`src/wakeup_pkg.sv`:
```
// shared constants and carrier types for the deep sleep wakeup detector
package wakeup_pkg;

    // ------------------------------------------------------------
    // sizes and timing
    // ------------------------------------------------------------
    localparam int          CLK_PERIOD_NS     = 20;
    localparam int          NUM_IRQ           = 8;
    localparam int          RESTORE_TIME_NS   = 200;
    localparam int          RESTORE_CYCLES    = (RESTORE_TIME_NS + CLK_PERIOD_NS - 1) / CLK_PERIOD_NS;
    localparam int          CNT_W             = 8;
    localparam logic [7:0]  CNT_RESET         = 8'h00;

    // ------------------------------------------------------------
    // carriers
    // ------------------------------------------------------------
    typedef struct packed {
        logic sleeping;
        logic deep_sleep_select_bit;
        logic debugger_connected;
        logic restore_done;
    } core_status_t;

    typedef struct packed {
        logic power_down_allowed;
        logic wake_request;
        logic tick_stop;
        logic core_clock_stop;
        logic osc_flash_stop;
    } pmu_ctrl_t;

endpackage

```
`src/irq_catch.sv`:
```
// per-line sticky catch of interrupt inputs while armed
module irq_catch #(
    parameter int N = 8
) (
    input  wire logic         mclk,
    input  wire logic         resetn,
    input  wire logic         armed,
    input  wire logic         clear,
    input  wire logic [N-1:0] irq,
    output logic              any_caught
);
    import wakeup_pkg::*;

    logic [N-1:0] caught_reg;
    logic [N-1:0] caught_next;

    // ------------------------------------------------------------
    // catch per line
    // ------------------------------------------------------------
    // set wins clear
    always_comb
    begin
        for (int i = 0; i < N; i++)
        begin
            caught_next[i] = (caught_reg[i] & ~clear) | (armed & irq[i]);
        end
    end

    always_ff @(posedge mclk or negedge resetn)
    begin
        if (!resetn)
            caught_reg <= '0;
        else
            caught_reg <= caught_next;
    end

    assign any_caught = |caught_reg;
endmodule

```
`src/deep_sleep_wakeup_detector.sv`:
```
// deep sleep wakeup detector: arms in deep sleep, catches interrupts, drives wake
// Contract
// - an interrupt arriving during deep sleep is sensed and wakes the processor.
// - the detector works only while the deep sleep select bit is 1.
// - there are no software registers; control comes only from hardware signals.
// - the system tick timer is stopped while the core is powered down.
// - waking takes several cycles of restore before the interrupt is serviced.
// - a connected debugger disables the detector.
// - the select bit picks clock-only sleep or deep sleep with oscillators and flash off.
module deep_sleep_wakeup_detector #(
    parameter int NUM_IRQ_P = wakeup_pkg::NUM_IRQ
) (
    input  wire logic                     mclk,
    input  wire logic                     resetn,
    input  wire logic [NUM_IRQ_P-1:0]     irq,
    input  wakeup_pkg::core_status_t      core_status,
    output wakeup_pkg::pmu_ctrl_t         pmu_ctrl,
    output logic                          irq_release
);
    import wakeup_pkg::*;

    typedef enum logic [1:0] {ST_IDLE, ST_ARMED, ST_WAKE, ST_RESTORE} state_t;

    state_t            state_reg;
    state_t            state_next;
    logic [CNT_W-1:0]  cnt_reg;
    logic [CNT_W-1:0]  cnt_next;
    pmu_ctrl_t         ctrl_reg;
    pmu_ctrl_t         ctrl_next;
    logic              release_reg;
    logic              release_next;
    logic              enable;
    logic              any_caught;
    logic              clear_catch;

    // ------------------------------------------------------------
    // enable
    // ------------------------------------------------------------
    // select bit gates
    // hardware signals only
    // debugger wins over select so a halted core is never powered down
    assign enable = core_status.deep_sleep_select_bit & ~core_status.debugger_connected;
    assign clear_catch = (state_reg == ST_RESTORE) && (cnt_reg == CNT_W'(RESTORE_CYCLES - 1));

    irq_catch #(
        .N          (NUM_IRQ_P)
    ) u_catch (
        .mclk       (mclk),
        .resetn     (resetn),
        .armed      (state_reg == ST_ARMED),
        .clear      (clear_catch),
        .irq        (irq),
        .any_caught (any_caught)
    );

    // ------------------------------------------------------------
    // sequencer
    // ------------------------------------------------------------
    always_comb
    begin
        state_next   = state_reg;
        cnt_next     = cnt_reg;
        release_next = 1'b0;
        unique case (state_reg)
            ST_IDLE:
            begin
                if (enable && core_status.sleeping)
                    state_next = ST_ARMED;
            end
            ST_ARMED:
            begin
                // caught irq wakes
                // live lines count too, so a one-cycle pulse is never missed
                if (any_caught || (|irq))
                    state_next = ST_WAKE;
                else if (!enable || !core_status.sleeping)
                    state_next = ST_IDLE;
            end
            ST_WAKE:
            begin
                if (core_status.restore_done)
                begin
                    state_next = ST_RESTORE;
                    cnt_next   = CNT_RESET;
                end
            end
            ST_RESTORE:
            begin
                if (cnt_reg == CNT_W'(RESTORE_CYCLES - 1))
                begin
                    state_next   = ST_IDLE;
                    release_next = 1'b1;
                end
                else
                    cnt_next = cnt_reg + 1'b1;
            end
        endcase
    end

    // ------------------------------------------------------------
    // power unit controls
    // ------------------------------------------------------------
    always_comb
    begin
        ctrl_next = '0;
        // sleep depth choice; ordinary sleep only stops the core clock
        ctrl_next.core_clock_stop = core_status.sleeping && (state_next != ST_WAKE)
                                    && (state_next != ST_RESTORE);
        ctrl_next.osc_flash_stop  = (state_next == ST_ARMED);
        ctrl_next.power_down_allowed = (state_next == ST_ARMED);
        ctrl_next.tick_stop = (state_next == ST_ARMED) || (state_next == ST_WAKE);
        ctrl_next.wake_request = (state_next == ST_WAKE);
    end

    always_ff @(posedge mclk or negedge resetn)
    begin
        if (!resetn)
        begin
            state_reg   <= ST_IDLE;
            cnt_reg     <= CNT_RESET;
            ctrl_reg    <= '0;
            release_reg <= 1'b0;
        end
        else
        begin
            state_reg   <= state_next;
            cnt_reg     <= cnt_next;
            ctrl_reg    <= ctrl_next;
            release_reg <= release_next;
        end
    end

    assign pmu_ctrl    = ctrl_reg;
    assign irq_release = release_reg;

    // ------------------------------------------------------------
    // checks
    // ------------------------------------------------------------
    // restore length kept local so the delay below is a plain constant
    localparam int RESTORE_LEN = RESTORE_CYCLES;
endmodule

```
`config.mk`:
```
export PLATFORM = sky130hd
export DESIGN_NAME = deep_sleep_wakeup_detector
export DESIGN_NICKNAME = d
export VERILOG_FILES = /design/src/wakeup_pkg.sv /design/src/irq_catch.sv /design/src/deep_sleep_wakeup_detector.sv
export SDC_FILE = /design/constraint.sdc
export NUM_CORES = 1
export LEC_CHECK = 0
export ABC_AREA = 1
export BUFFER_PORTS_ARGS = -buffer_cell sky130_fd_sc_hd__buf_4
export CORE_MARGIN = 2
export CORE_UTILIZATION = 35
export CTS_CLUSTER_SIZE = 16
export DETAILED_ROUTE_END_ITERATION = 10
export GPL_TIMING_DRIVEN = 0
export PLACE_DENSITY_LB_ADDON = 0.05
export SLEW_MARGIN = 20
export SYNTH_ARGS = -nofsm -noshare
export SYNTH_HDL_FRONTEND = slang
export SYNTH_SLANG_ARGS = --single-unit
export TNS_END_PERCENT = 100
```
`constraint.sdc`:
```
create_clock -name mclk -period 1.75 [get_ports mclk]
set_input_delay 0.35 -clock mclk [delete_from_list [all_inputs] [get_ports mclk]]
set_output_delay 0.35 -clock mclk [all_outputs]
set_load 0.01 [all_outputs]
```
-- Word-level counts from Yosys, hierarchy flattened
Cells that the tools add are included.
- memories kept: 0
- input bits: 14
- bits in writable memories: 0
- bits in read-only memories: 0
- bits in latches: 0
- logic and storage cells: 71
- register bits after elaboration: 23
- output and inout bits: 6
- magnitude comparators: 0
- multiply operators: 0
- multiplexer cells: 11
- divide/modulo/power cells: 0
- equality and inequality tests: 10
- shifts and indexed selects: 0
- add/sub/neg operators: 1
- reductions and logical operators: 14
- bitwise logic cells: 27
- operators with widths (operator ; number):
    $and A1 B1 Y1 ; 17
    $mux W8 ; 2
    $pmux W8 S2 ; 1
    $reduce_or A8 Y1 ; 2
    $mux W2 ; 5
    $add A8 B1 Y8 const B ; 1
    $eq A8 B4 Y1 const B ; 1
    $ne A2 B2 Y1 const B ; 4
    $or A1 B1 Y1 ; 8
    $pmux W2 S4 ; 1
    $eq A2 B2 Y1 const B ; 3
    $eq A2 B1 Y1 const B ; 2
    $logic_and A1 B1 Y1 ; 4
    $logic_or A1 B1 Y1 ; 3
    $reduce_and A3 Y1 ; 1
    $logic_not A1 Y1 ; 2
    $logic_not A2 Y1 ; 1
    $mux W1 ; 2
    $not A1 Y1 ; 2
    $reduce_bool A2 Y1 ; 1

-- Logic depth before layout (Yosys ltp)
Gate-level depths: netlist of run 1.
- depth after elaboration: 10
- gate-level depth with buffers: 10
- mapped depth without buffers: 10

-- Cells and area by module
A second synthesis of run 1 with hierarchy kept.
- cell total of the unflattened synthesis: 160
- area, all modules: 1214.9 um2
- by module, submodules not included (module ; cells an instance ; area each (um2) ; seq. area each (um2) ; instances):
    deep_sleep_wakeup_detector ; 120 ; 880.8 ; 375.4 ; 1
    irq_catch ; 40 ; 334.1 ; 200.2 ; 1

-- Worst setup path before layout of run 1
OpenSTA, ideal clock, no wires.
- kind: flip-flop to flip-flop
- start point: register cnt_reg[1]
- end point: register ctrl_reg, in the netlist pmu_ctrl[2]
- period minus slack after synthesis: 1.580 ns
- required time: 1.637 ns
- data arrival time: 1.467 ns
- slack: 0.170 ns
- library setup time: 0.113 ns
- stages on the path, launching flop included: 11
- path buffers: 1
- cell sequence: dfrtp_1 -> inv_1 -> ha_1 -> nand3_2 -> nor2_2 -> nor2_1 -> nor2_2 -> buf_6 -> nand2_1 -> ha_1 -> inv_1
- RTL lines (item ; line ; RTL):
    start, declared ; deep_sleep_wakeup_detector.sv:26 ; logic [CNT_W-1:0] cnt_reg;
    start signal, assigned ; deep_sleep_wakeup_detector.sv:127 ; cnt_reg <= cnt_next;
    end signal, assigned ; deep_sleep_wakeup_detector.sv:128 ; ctrl_reg <= ctrl_next;
    end, declared ; deep_sleep_wakeup_detector.sv:28 ; pmu_ctrl_t ctrl_reg;

==> results.md, run 1 <==
- GPL Wtd Cong: just over 0.8
- Final slew viol count: 0
- Clock slew at reported path FFs: 120 ps
- Worst Path Arrival: roughly 1900 ps
- H-tree depth: 1
- Antenna viol nets, final: 0
- Power Density: between 1000 and 1500 nW/um2
- Worst-Margin Slew: between 300 and 400 ps
- WHS: approximately 280 ps
- Inserted Diodes: 0
- Clock Latency Late Sink: ~300 ps
- Post-DP HPWL: roughly 1700 um
- HP Class: input pin to flop
- Mapped Cells: 145
- Flop2flop setup slack: around 110 ps
- Ys flop type: dfrtp_1
- Mean post-synth cell area: ~8 um2
- CTS tree: built
- CTS Sinks: 23
- Layout cells sized above 1: a little under a quarter
- Critical path origin: cnt_reg[1]
- Top Ports: 20
- Final cell count without fillers: about 220
- Global route overflow: 0
- Net count after synthesis: approximately 160
- Inserted Clock Buffers: 3
- Crit path max fanout: 7
- CP endpoint: pmu_ctrl[2]
- Status: completed
- Die area: 3798 um2
- Worst vdd ir: ~470 uV
- Leading cell types in the layout, fill and taps excluded: nand2_1, buf_4, dfrtp_1
- Number of global-route vias before repair: 928
- Largest net degree at the start of global routing: 24
- P&R area growth vs syn: 24.76%
- Post-Synthesis Cell Area: roughly 1200 um2
- Initial core utilization: 37.46%
- DR DRC count: 0
- Final Cycle Share: approximately 94%
- Async SR Flop Fraction: 100.0%
- Pwr Total: approximately 1.9 mW
- Seq cells post-synth: 23
- Post-DP Area: roughly 1400 um2
- Root Buffer: clkbuf_4
- Seq/Total Area, Yosys: between 40 and 50%
- Crit Path Category: flop to flop
- Commonest non-fill, non-tap cell in the layout: nand2_1
- Final setup viols: 0
- Area occupied by multi-input gates: between 500 and 600 um2
- Post-Route WL: 2242 um
- Reg2Reg Depth: 10
- Crit end category: flop
- Max-cap violations: 0
- CP max stage cell: dfrtp_1
- Port bufs: 19
- Post-synth EDFFs: 0
- CP bufs+invs: 3
- Pre-antenna DRT Iters: 4
- Pleak: about 0.74 nW
- Via count: ~980
- Total GRT Usage: between 10 and 15%
- Row Count: 20
- Final Net Count: just under 200
- CP required: a little under 2000 ps
- Minimum clock period: between 1500 and 2000 ps
- WP depth: 10
- Critical path cell sequence: inv_1 > ha_1 > nand3_2 > nor2_4 > nor2_1 > nor2_2 > buf_6 > nand2_1 > ha_1 > inv_1
- Max incr delay on CP: about 410 ps
- R2r endpoint: pmu_ctrl[2]
- Critical path's top delay family: simple AND/OR/NAND/NOR gates
- Clock skew: ~1.7 ps
- Antenna violations before repair: 0
- F_max: approximately 0.6 GHz
- Cell count after placement: between 200 and 250
- FF+latch area: 576.8 um2
- Die Y: between 60 and 70 um
- Vias per cell: approximately 4.5
- Syn. warnings: 0
- Hold Violations, Final: 0
- Routed len/inst: ~10 um
- Post-route design area: 1450 um2
- Startpoint types: flop
- Worst r2r src: cnt_reg[1]
- Synth unique cells: 23
- Relative slew slack: between 70 and 80%
- Die Wd: 61.63 um
- Drt initial violations: 34
- Core ar.: 3103 um2
- First-pass GRT wire length: ~3900 um
- FILL cells: ~320
- CTS max path bufs: 2
-- cell usage after synthesis (2+ instances only) --
cell      n  area [um2]
o21ai_0   6       30.03
ha_1      4       50.05
nand3_1  17       85.08
or2_2     2       12.51
inv_1    12       45.04
nor2_1   19       71.32
nor2_2    2       12.51
xor2_1    2       17.52
dfrtp_1  23       575.6
nand2_1  45       168.9
-- logic make-up after synthesis --
logic type / after synthesis / share of synthesized area, %
AO/OA/AOI/OAI: 10 / 4.952
adder cells (fa/ha/maj): 4 / 4.306
flip-flops: 23 / 49.52
buffers and inverters: 16 / 6.242
XOR/XNOR: 3 / 2.261
AND/OR/NAND/NOR: 89 / 32.72
-- worst min path at each step --
stage	startpoint	end	slack, ps	depth (start not counted)
finish	irq[2]	u_catch.caught_reg[2]	280	3
global route	irq[3]	u_catch.caught_reg[3]	270	3
CTS	irq[3]	u_catch.caught_reg[3]	270	3
detailed placement	resetn	pmu_ctrl[2]	270	1
global placement	resetn	cnt_reg[0]	260	1
floorplan	resetn	cnt_reg[0]	50	0
-- stage by stage --
stage	TNS (ps)	utilization (%)	worst slack (ps)
finish	0	46.73	112.6
global route	-3.021	46.73	-3.021
global placement	-22.83	43.83	-22.83
detailed placement	-15.40	43.83	-15.40
floorplan	0	-	170.1
CTS	0	45.44	5.452
-- layout make-up --
| class | instances | share of cell area [%] |
|---|---|---|
| buffer | 3 | 1.639 |
| clock buffer | 4 | 1.812 |
| inverter | 13 | 3.365 |
| multi-input combinational | 106 | 36.50 |
| sequential | 23 | 39.78 |
| tap | 44 | 3.796 |
| timing repair buffer | 25 | 13.11 |
-- worst reg2reg max path: stages (launching register included) --
cell and delay, ps:
dfrtp_1 410, inv_1 60, ha_1 150, nand3_2 110, nor2_4 140, nor2_1 60, nor2_2 120, buf_6 140
nand2_1 70, ha_1 270, inv_1 30
-- what timing repair did --
item,4_1_cts,5_1_grt
gates cloned,0,0
gates resized for setup,2,3
buffers inserted,1,4
pin swaps,1,2
hold buffers,1,0
hold endpoints to repair,23,0
setup endpoints to repair,1,3
-- where the power goes --
group | switching, mW | internal [mW]
logic | 0.432 | 0.376
registers | 0.150 | 0.735
clock network | 0.154 | 0.0888
total | 0.735 | 1.20
-- metal layers --
layer	up-vias	share of wire, %	wire length (um)	GRT usage, %
met5	-	0	0	0
met4	0	0.89	20	2.736
met3	2	3.3	74	3.782
met2	17	49	1102	25.41
met1	443	47	1044	17.25
li1	516	-	-	-
(Power assumes the default switching activity.)
==> run 2: changes to the inputs <==
==> constraint.sdc (replaced) <==
create_clock -name mclk -period 1.75 [get_ports mclk]
set_input_delay 0.525 -clock mclk [delete_from_list [all_inputs] [get_ports mclk]]
set_output_delay 0.525 -clock mclk [all_outputs]
set_load 0.01 [all_outputs]
==> run 2 against run 1 <==
- final area fell by 0.69%
- non-clock buffer count fell by 1
- largest power group unchanged
- wire length fell by 0.80%
- clock power barely moved
- clock-buffer cell count did not move
- sequential power barely moved
- hold slack got worse by 190 ps
- critical path type unchanged
- sequential share of layout area rose by 0.28 points
==> results.md, run 2 (synthesis gave the netlist of run 1 again) <==
- Post-Route WL: 2224 um (-0.80%)
- Critical path cell sequence: inv_1 > ha_1 > nand3_2 > nor2_4 > nor2_1 > nor2_2 > buf_6 > nand2_1 > ha_1 > inv_1
- HP Class: input pin to async pin
- Routed len/inst: 10.25 um (-0.35%)
- Worst-Margin Slew: 333.4 ps (unchanged)
- Inserted Diodes: 0 (unchanged)
- Leading cell types in the layout, fill and taps excluded: nand2_1, buf_4, dfrtp_1
- CTS max path bufs: 2 (unchanged)
- Sw Share: 37.98% (about the same)
- Minimum clock period: 1638 ps (+1.004 ps)
- Final Cycle Share: 93.62% (about the same)
- Initial core utilization: 37.46% (unchanged)
- Root Buffer: clkbuf_4
- Die area: 3798 um2 (unchanged)
- Internal: 1.199 mW (-0.12%)
- Pwr Total: 1.933 mW (-0.11%)
- Max-cap violations: 0 (unchanged)
- Critical path origin: cnt_reg[1]
- Post-DP HPWL: 1706 um (unchanged)
- Place WS: -15.40 ps (unchanged)
- Psw: 0.7342 mW (about the same)
- Startpoint types: flop
- Final Net Count: 192 (-0.52%)
- Total GRT Usage: 14.14% (-0.087 points)
- CP endpoint: pmu_ctrl[2]
- WP depth: 10 (unchanged)
- H-tree depth: 1 (unchanged)
- R2r endpoint: pmu_ctrl[2]
- Status: completed
- Worst r2r src: cnt_reg[1]
- Port bufs: 19 (unchanged)
- CP bufs+invs: 3 (unchanged)
- Die Wd: 61.63 um (unchanged)
- Cell count after placement: 208 (unchanged)
- CTS Sinks: 23 (unchanged)
- Largest net degree at the start of global routing: 24 (unchanged)
- Vias per cell: 4.484 (about the same)
- DR DRC count: 0 (unchanged)
- Combinational power share: 41.7% (about the same)
- Pre-antenna DRT Iters: 4 (unchanged)
- Final cell count without fillers: 217 (-0.46%)
- Final setup viols: 0 (unchanged)
- FILL cells: 325 (+0.31%)
- Clock power frac: 12.5% (about the same)
- Drt initial violations: 41 (+21%)
- First-pass GRT wire length: 3919 um (-0.68%)
- CP required: 1970 ps (about the same)
- Row Count: 20 (unchanged)
- Global route overflow: 0 (unchanged)
- Core ar.: 3103 um2 (unchanged)
- Layout cells sized above 1: 23.12% (+0.13 points)
- Clock skew: 1.741 ps (-0.006110 ps)
- Crit path max fanout: 7 (unchanged)
- Power Density: 1342 nW/um2 (+0.58%)
- Clock Latency Late Sink: 300 ps (about the same)
- Post-DP Area: 1360 um2 (unchanged)
- Clock slew at reported path FFs: 120 ps (about the same)
- Antenna violations before repair: 0 (unchanged)
- P&R area growth vs syn: 23.90%
- Pleak: 0.7391 nW (-0.56%)
- PnR worst setup slack: 111.6 ps (-1.004 ps)
- Via count: 973 (-0.51%)
- Worst vdd ir: 473.3 uV (about the same)
- GPL Wtd Cong: 0.8275 (unchanged)
- Hold Violations, Final: 0 (unchanged)
- Crit end category: flop
- Inserted Clock Buffers: 3 (unchanged)
- CTS tree: built
- Crit Path Category: flop to flop
- Commonest non-fill, non-tap cell in the layout: nand2_1
- Flop2flop setup slack: 110 ps (about the same)
- Worst Path Arrival: 1850 ps (about the same)
- Final slew viol count: 0 (unchanged)
- Post-route design area: 1440 um2 (-0.69%)
- Antenna viol nets, final: 0 (unchanged)
- CP max stage cell: dfrtp_1
- Top Ports: 20 (unchanged)
- Seq pwr share: 45.8% (about the same)
- F_max: 0.6104 GHz (about the same)
- Relative slew slack: 77.54% (unchanged)
- Reg2Reg Depth: 10 (unchanged)
- Die Y: 61.63 um (unchanged)
- Max incr delay on CP: 410 ps (about the same)
- Critical path's top delay family: simple AND/OR/NAND/NOR gates
- Number of global-route vias before repair: 916 (-1.3%)
## run 2: worst min path at each step
stage | endpoint | start | cells past startpoint | slack, ps
6_report | pmu_ctrl[2] | resetn | 1 | 90
5_1_grt | u_catch.caught_reg[0] | resetn | 1 | 80
3_5_place_dp | pmu_ctrl[2] | resetn | 1 | 440
2_1_floorplan | cnt_reg[0] | resetn | 0 | 230
4_1_cts | pmu_ctrl[2] | resetn | 1 | 90
3_3_place_gp | cnt_reg[0] | resetn | 1 | 430
## run 2: per-layer routing
metal  part of all wire [%]  track usage [%]  up-vias
met5                      0                0        -
met3                    3.5            3.782        2
met4                   0.90            2.736        0
met1                     47            17.25      440
li1                       -                -      514
met2                     49            25.11       17
## run 2: cell type report
type	count	area (um2)	share of cell area, %
Buffer	3	23.77	1.651
Clock buffer	4	26.28	1.825
Inverter	13	48.80	3.388
Multi-Input combinational cell	106	529.3	36.75
Sequential cell	23	576.8	40.05
Tap cell	44	55.05	3.823
Timing Repair Buffer	24	180.2	12.51
## run 2: timing repair
| item | 4_1_cts | 5_1_grt |
|---|---|---|
| gates resized for setup | 2 | 3 |
| buffers inserted | 1 | 4 |
| endpoints found under the hold margin | 0 | 0 |
| hold buffers | 0 | 0 |
| setup endpoints to repair | 1 | 3 |
| pin swaps | 1 | 2 |
## run 2: power groups by stage
stage / clock (mW) / sequential, mW / combinational, mW
after global placement: 0 / 0.896 / 0.700
after detailed placement: 0 / 0.900 / 0.709
final: 0.242 / 0.885 / 0.806
after floorplan: 0 / 0.878 / 0.515
after CTS: 0.263 / 0.890 / 0.743
after global routing: 0.285 / 0.917 / 0.944
## run 2: metrics by stage
stage	hold slack (ps)	TNS [ps]	util [%]
finish	86.91	0	46.41
global route	83.91	-3.021	46.41
CTS	85.93	0	45.12
detailed placement	441.9	-15.40	43.83
global placement	434.8	-22.83	43.83
floorplan	229.4	0	-
## run 2: worst reg2reg max path: cells and delay by family, from the launching register on
family	cells	cell delay, ps
adders and majority gates	2	420
buffers and inverters	3	230
DFF	1	410
and+or+nand+nor	5	510
==> run 3: changes to the inputs <==
--- a/config.mk
+++ b/config.mk
@@ -7,12 +7,15 @@
 export LEC_CHECK = 0
 export ABC_AREA = 1
 export BUFFER_PORTS_ARGS = -buffer_cell sky130_fd_sc_hd__buf_4
+export CELL_PAD_IN_SITES_DETAIL_PLACEMENT = 0
+export CELL_PAD_IN_SITES_GLOBAL_PLACEMENT = 1
 export CORE_MARGIN = 2
 export CORE_UTILIZATION = 35
 export CTS_CLUSTER_SIZE = 16
 export DETAILED_ROUTE_END_ITERATION = 10
 export GPL_TIMING_DRIVEN = 0
 export PLACE_DENSITY_LB_ADDON = 0.05
+export SKIP_CTS_REPAIR_TIMING = 1
 export SLEW_MARGIN = 20
 export SYNTH_ARGS = -nofsm -noshare
 export SYNTH_HDL_FRONTEND = slang
==> constraint.sdc (replaced) <==
create_clock -name mclk -period 1.9 [get_ports mclk]
set_input_delay 0.57 -clock mclk [delete_from_list [all_inputs] [get_ports mclk]]
set_output_delay 0.57 -clock mclk [all_outputs]
set_load 0.01 [all_outputs]
==> run 3 against run 2 <==
- final area shrank 3.7%
- clock-buffer cell count is the same
- register-to-register slack gained 30 ps
- sequential power shrank 7.2%
- clock skew grew 4.5 ps
- critical path depth is the same
- hold slack gained 48 ps
- power shrank 13%
- final cell count shrank 2.3%
- die area is the same
- core utilization shrank 1.7 points
==> results.md, run 3 (synthesis gave the netlist of run 1 again) <==
- Top routing layer in use: met4
- Row Count: 20 (unchanged)
- Post-Route Setup TNS: 0 ps (unchanged)
- Clock slew at reported path FFs: 120 ps (about the same)
- Antenna violations before repair: 0 (unchanged)
- HP Class: input pin to async pin
- CP max stage cell: dfrtp_1
- Die Wd: 61.63 um (unchanged)
- First-pass GRT wire length: 4084 um (+4.2%)
- CP required: 2110 ps (+140 ps)
- Vias per cell: 4.580 (+2.1%)
- GPL Wtd Cong: 0.8138 (-1.7%)
- Number of global-route vias before repair: 931 (+1.6%)
- Final setup viols: 0 (unchanged)
- Pleak: 0.7080 nW (-4.2%)
- Leading cell types in the layout, fill and taps excluded: nand2_1, dfrtp_1, buf_4
- Post-route design area: 1386 um2 (-3.7%)
- Max incr delay on CP: 440 ps (+30 ps)
- Port bufs: 19 (unchanged)
- Crit Path Category: flop to flop
- Crit path max fanout: 10 (+3)
- Minimum clock period: 1758 ps (+119.6 ps)
- Global route overflow: 0 (unchanged)
- Startpoint types: flop
- Relative slew slack: 80.39% (+2.9 points)
- Drt initial violations: 77 (+88%)
- Worst Path Arrival: 1960 ps (+110 ps)
- Clock skew: 6.234 ps (+4.492 ps)
- Met2 routed WL: 1072 um (-1.2%)
- Die area: 3798 um2 (unchanged)
- Status: completed
- Clock Latency Late Sink: 300 ps (about the same)
- Inserted Diodes: 0 (unchanged)
- Via count: 971 (-0.21%)
- Power Density: 1210 nW/um2 (-9.9%)
- Core ar.: 3103 um2 (unchanged)
- CTS max path bufs: 2 (unchanged)
- PnR worst setup slack: 142.0 ps (+30.37 ps)
- Largest net degree at the start of global routing: 24 (unchanged)
- Worst-Margin Slew: 291.0 ps (-42.33 ps)
- Die Y: 61.63 um (unchanged)
- Hold Violations, Final: 0 (unchanged)
- Final Cycle Share: 92.53% (-1.1 points)
- H-tree depth: 1 (unchanged)
- Critical path cell sequence: inv_1 > ha_1 > nand3_2 > nor2_2 > nor2_1 > nor2_2 > buf_6 > nand2_1 > ha_1 > inv_1
- Post-DP Area: 1360 um2 (unchanged)
- Routed metal-1 wirelength: 1084 um (+4.2%)
- Pwr Total: 1.677 mW (-13%)
- Top Ports: 20 (unchanged)
- Post-DP HPWL: 1791 um (+5.0%)
- Worst vdd ir: 430.4 uV (-9.1%)
- Post-Route WL: 2251 um (+1.2%)
- Final Net Count: 187 (-2.6%)
- Pre-antenna DRT Iters: 3 (-1)
- Max-cap violations: 0 (unchanged)
- F_max: 0.5688 GHz (-6.8%)
- Root Buffer: clkbuf_4
- Layout cells sized above 1: 19.05% (-4.1 points)
- Final slew viol count: 0 (unchanged)
- DR DRC count: 0 (unchanged)
- Crit end category: flop
- Met3 wire len: 74 um (-3.9%)
- Setup repair after global routing missed its margin: false
- Antenna viol nets, final: 0 (unchanged)
- Commonest non-fill, non-tap cell in the layout: nand2_1
- Routed len/inst: 10.62 um (+3.6%)
- P&R area growth vs syn: 19.27%
- Place WS: 145.4 ps (+160.8 ps)
- Fin util: 44.68% (-1.7 points)
- Initial core utilization: 37.46% (unchanged)
- CTS Sinks: 23 (unchanged)
- Inserted Clock Buffers: 3 (unchanged)
- Total GRT Usage: 14.69% (+0.55 points)
- CTS tree: built
## run 3: routing by layer
layer  global-route usage [%]  vias to the layer above
met3                    2.521                        2
met1                    20.08                      451
met5                        0                        -
met4                    5.471                        0
li1                         -                      501
met2                    23.31                       17
## run 3: worst paths after layout
check	startpoint	to	slack (ps)	cells after the start
setup / recovery	cnt_reg[1]	pmu_ctrl[2]	140	10
hold / removal	resetn	cnt_reg[2]	130	1
setup reg to reg	cnt_reg[1]	pmu_ctrl[2]	140	10
hold reg to reg	u_catch.caught_reg[5]	u_catch.caught_reg[5]	490	2
max in group asynchronous	resetn	state_reg[0]	1540	1
min in group mclk	u_catch.caught_reg[5]	u_catch.caught_reg[5]	490	2
## run 3: worst max-delay path: cells and delay by family, from the launching register on
family | cells | cell delay (ps)
buf+inv | 3 | 260
simple gates | 5 | 540
flops | 1 | 440
fa+ha+maj | 2 | 410
## run 3: metrics by stage
stage | hold WS [ps] | cells
3_3_place_gp | 456.8 | 208
4_1_cts | 137.5 | 212
6_report | 135.0 | 212
5_1_grt | 119.0 | 212
2_1_floorplan | 274.4 | 145
3_5_place_dp | 459.9 | 208
## run 3: layout make-up
| class | instances | area [um2] |
|---|---|---|
| plain buffers | 3 | 23.77 |
| clock buffers | 4 | 26.28 |
| fillers | 337 | 1717 |
| inverters | 13 | 48.80 |
| multi-input cells | 106 | 514.2 |
| flip-flops and latches | 23 | 575.6 |
| well taps | 44 | 55.05 |
| repair buffers | 19 | 142.6 |
## run 3: where the power goes
part	switching, mW	internal (mW)
Clock	0.136	0.0817
Sequential	0.146	0.675
Combinational	0.365	0.274
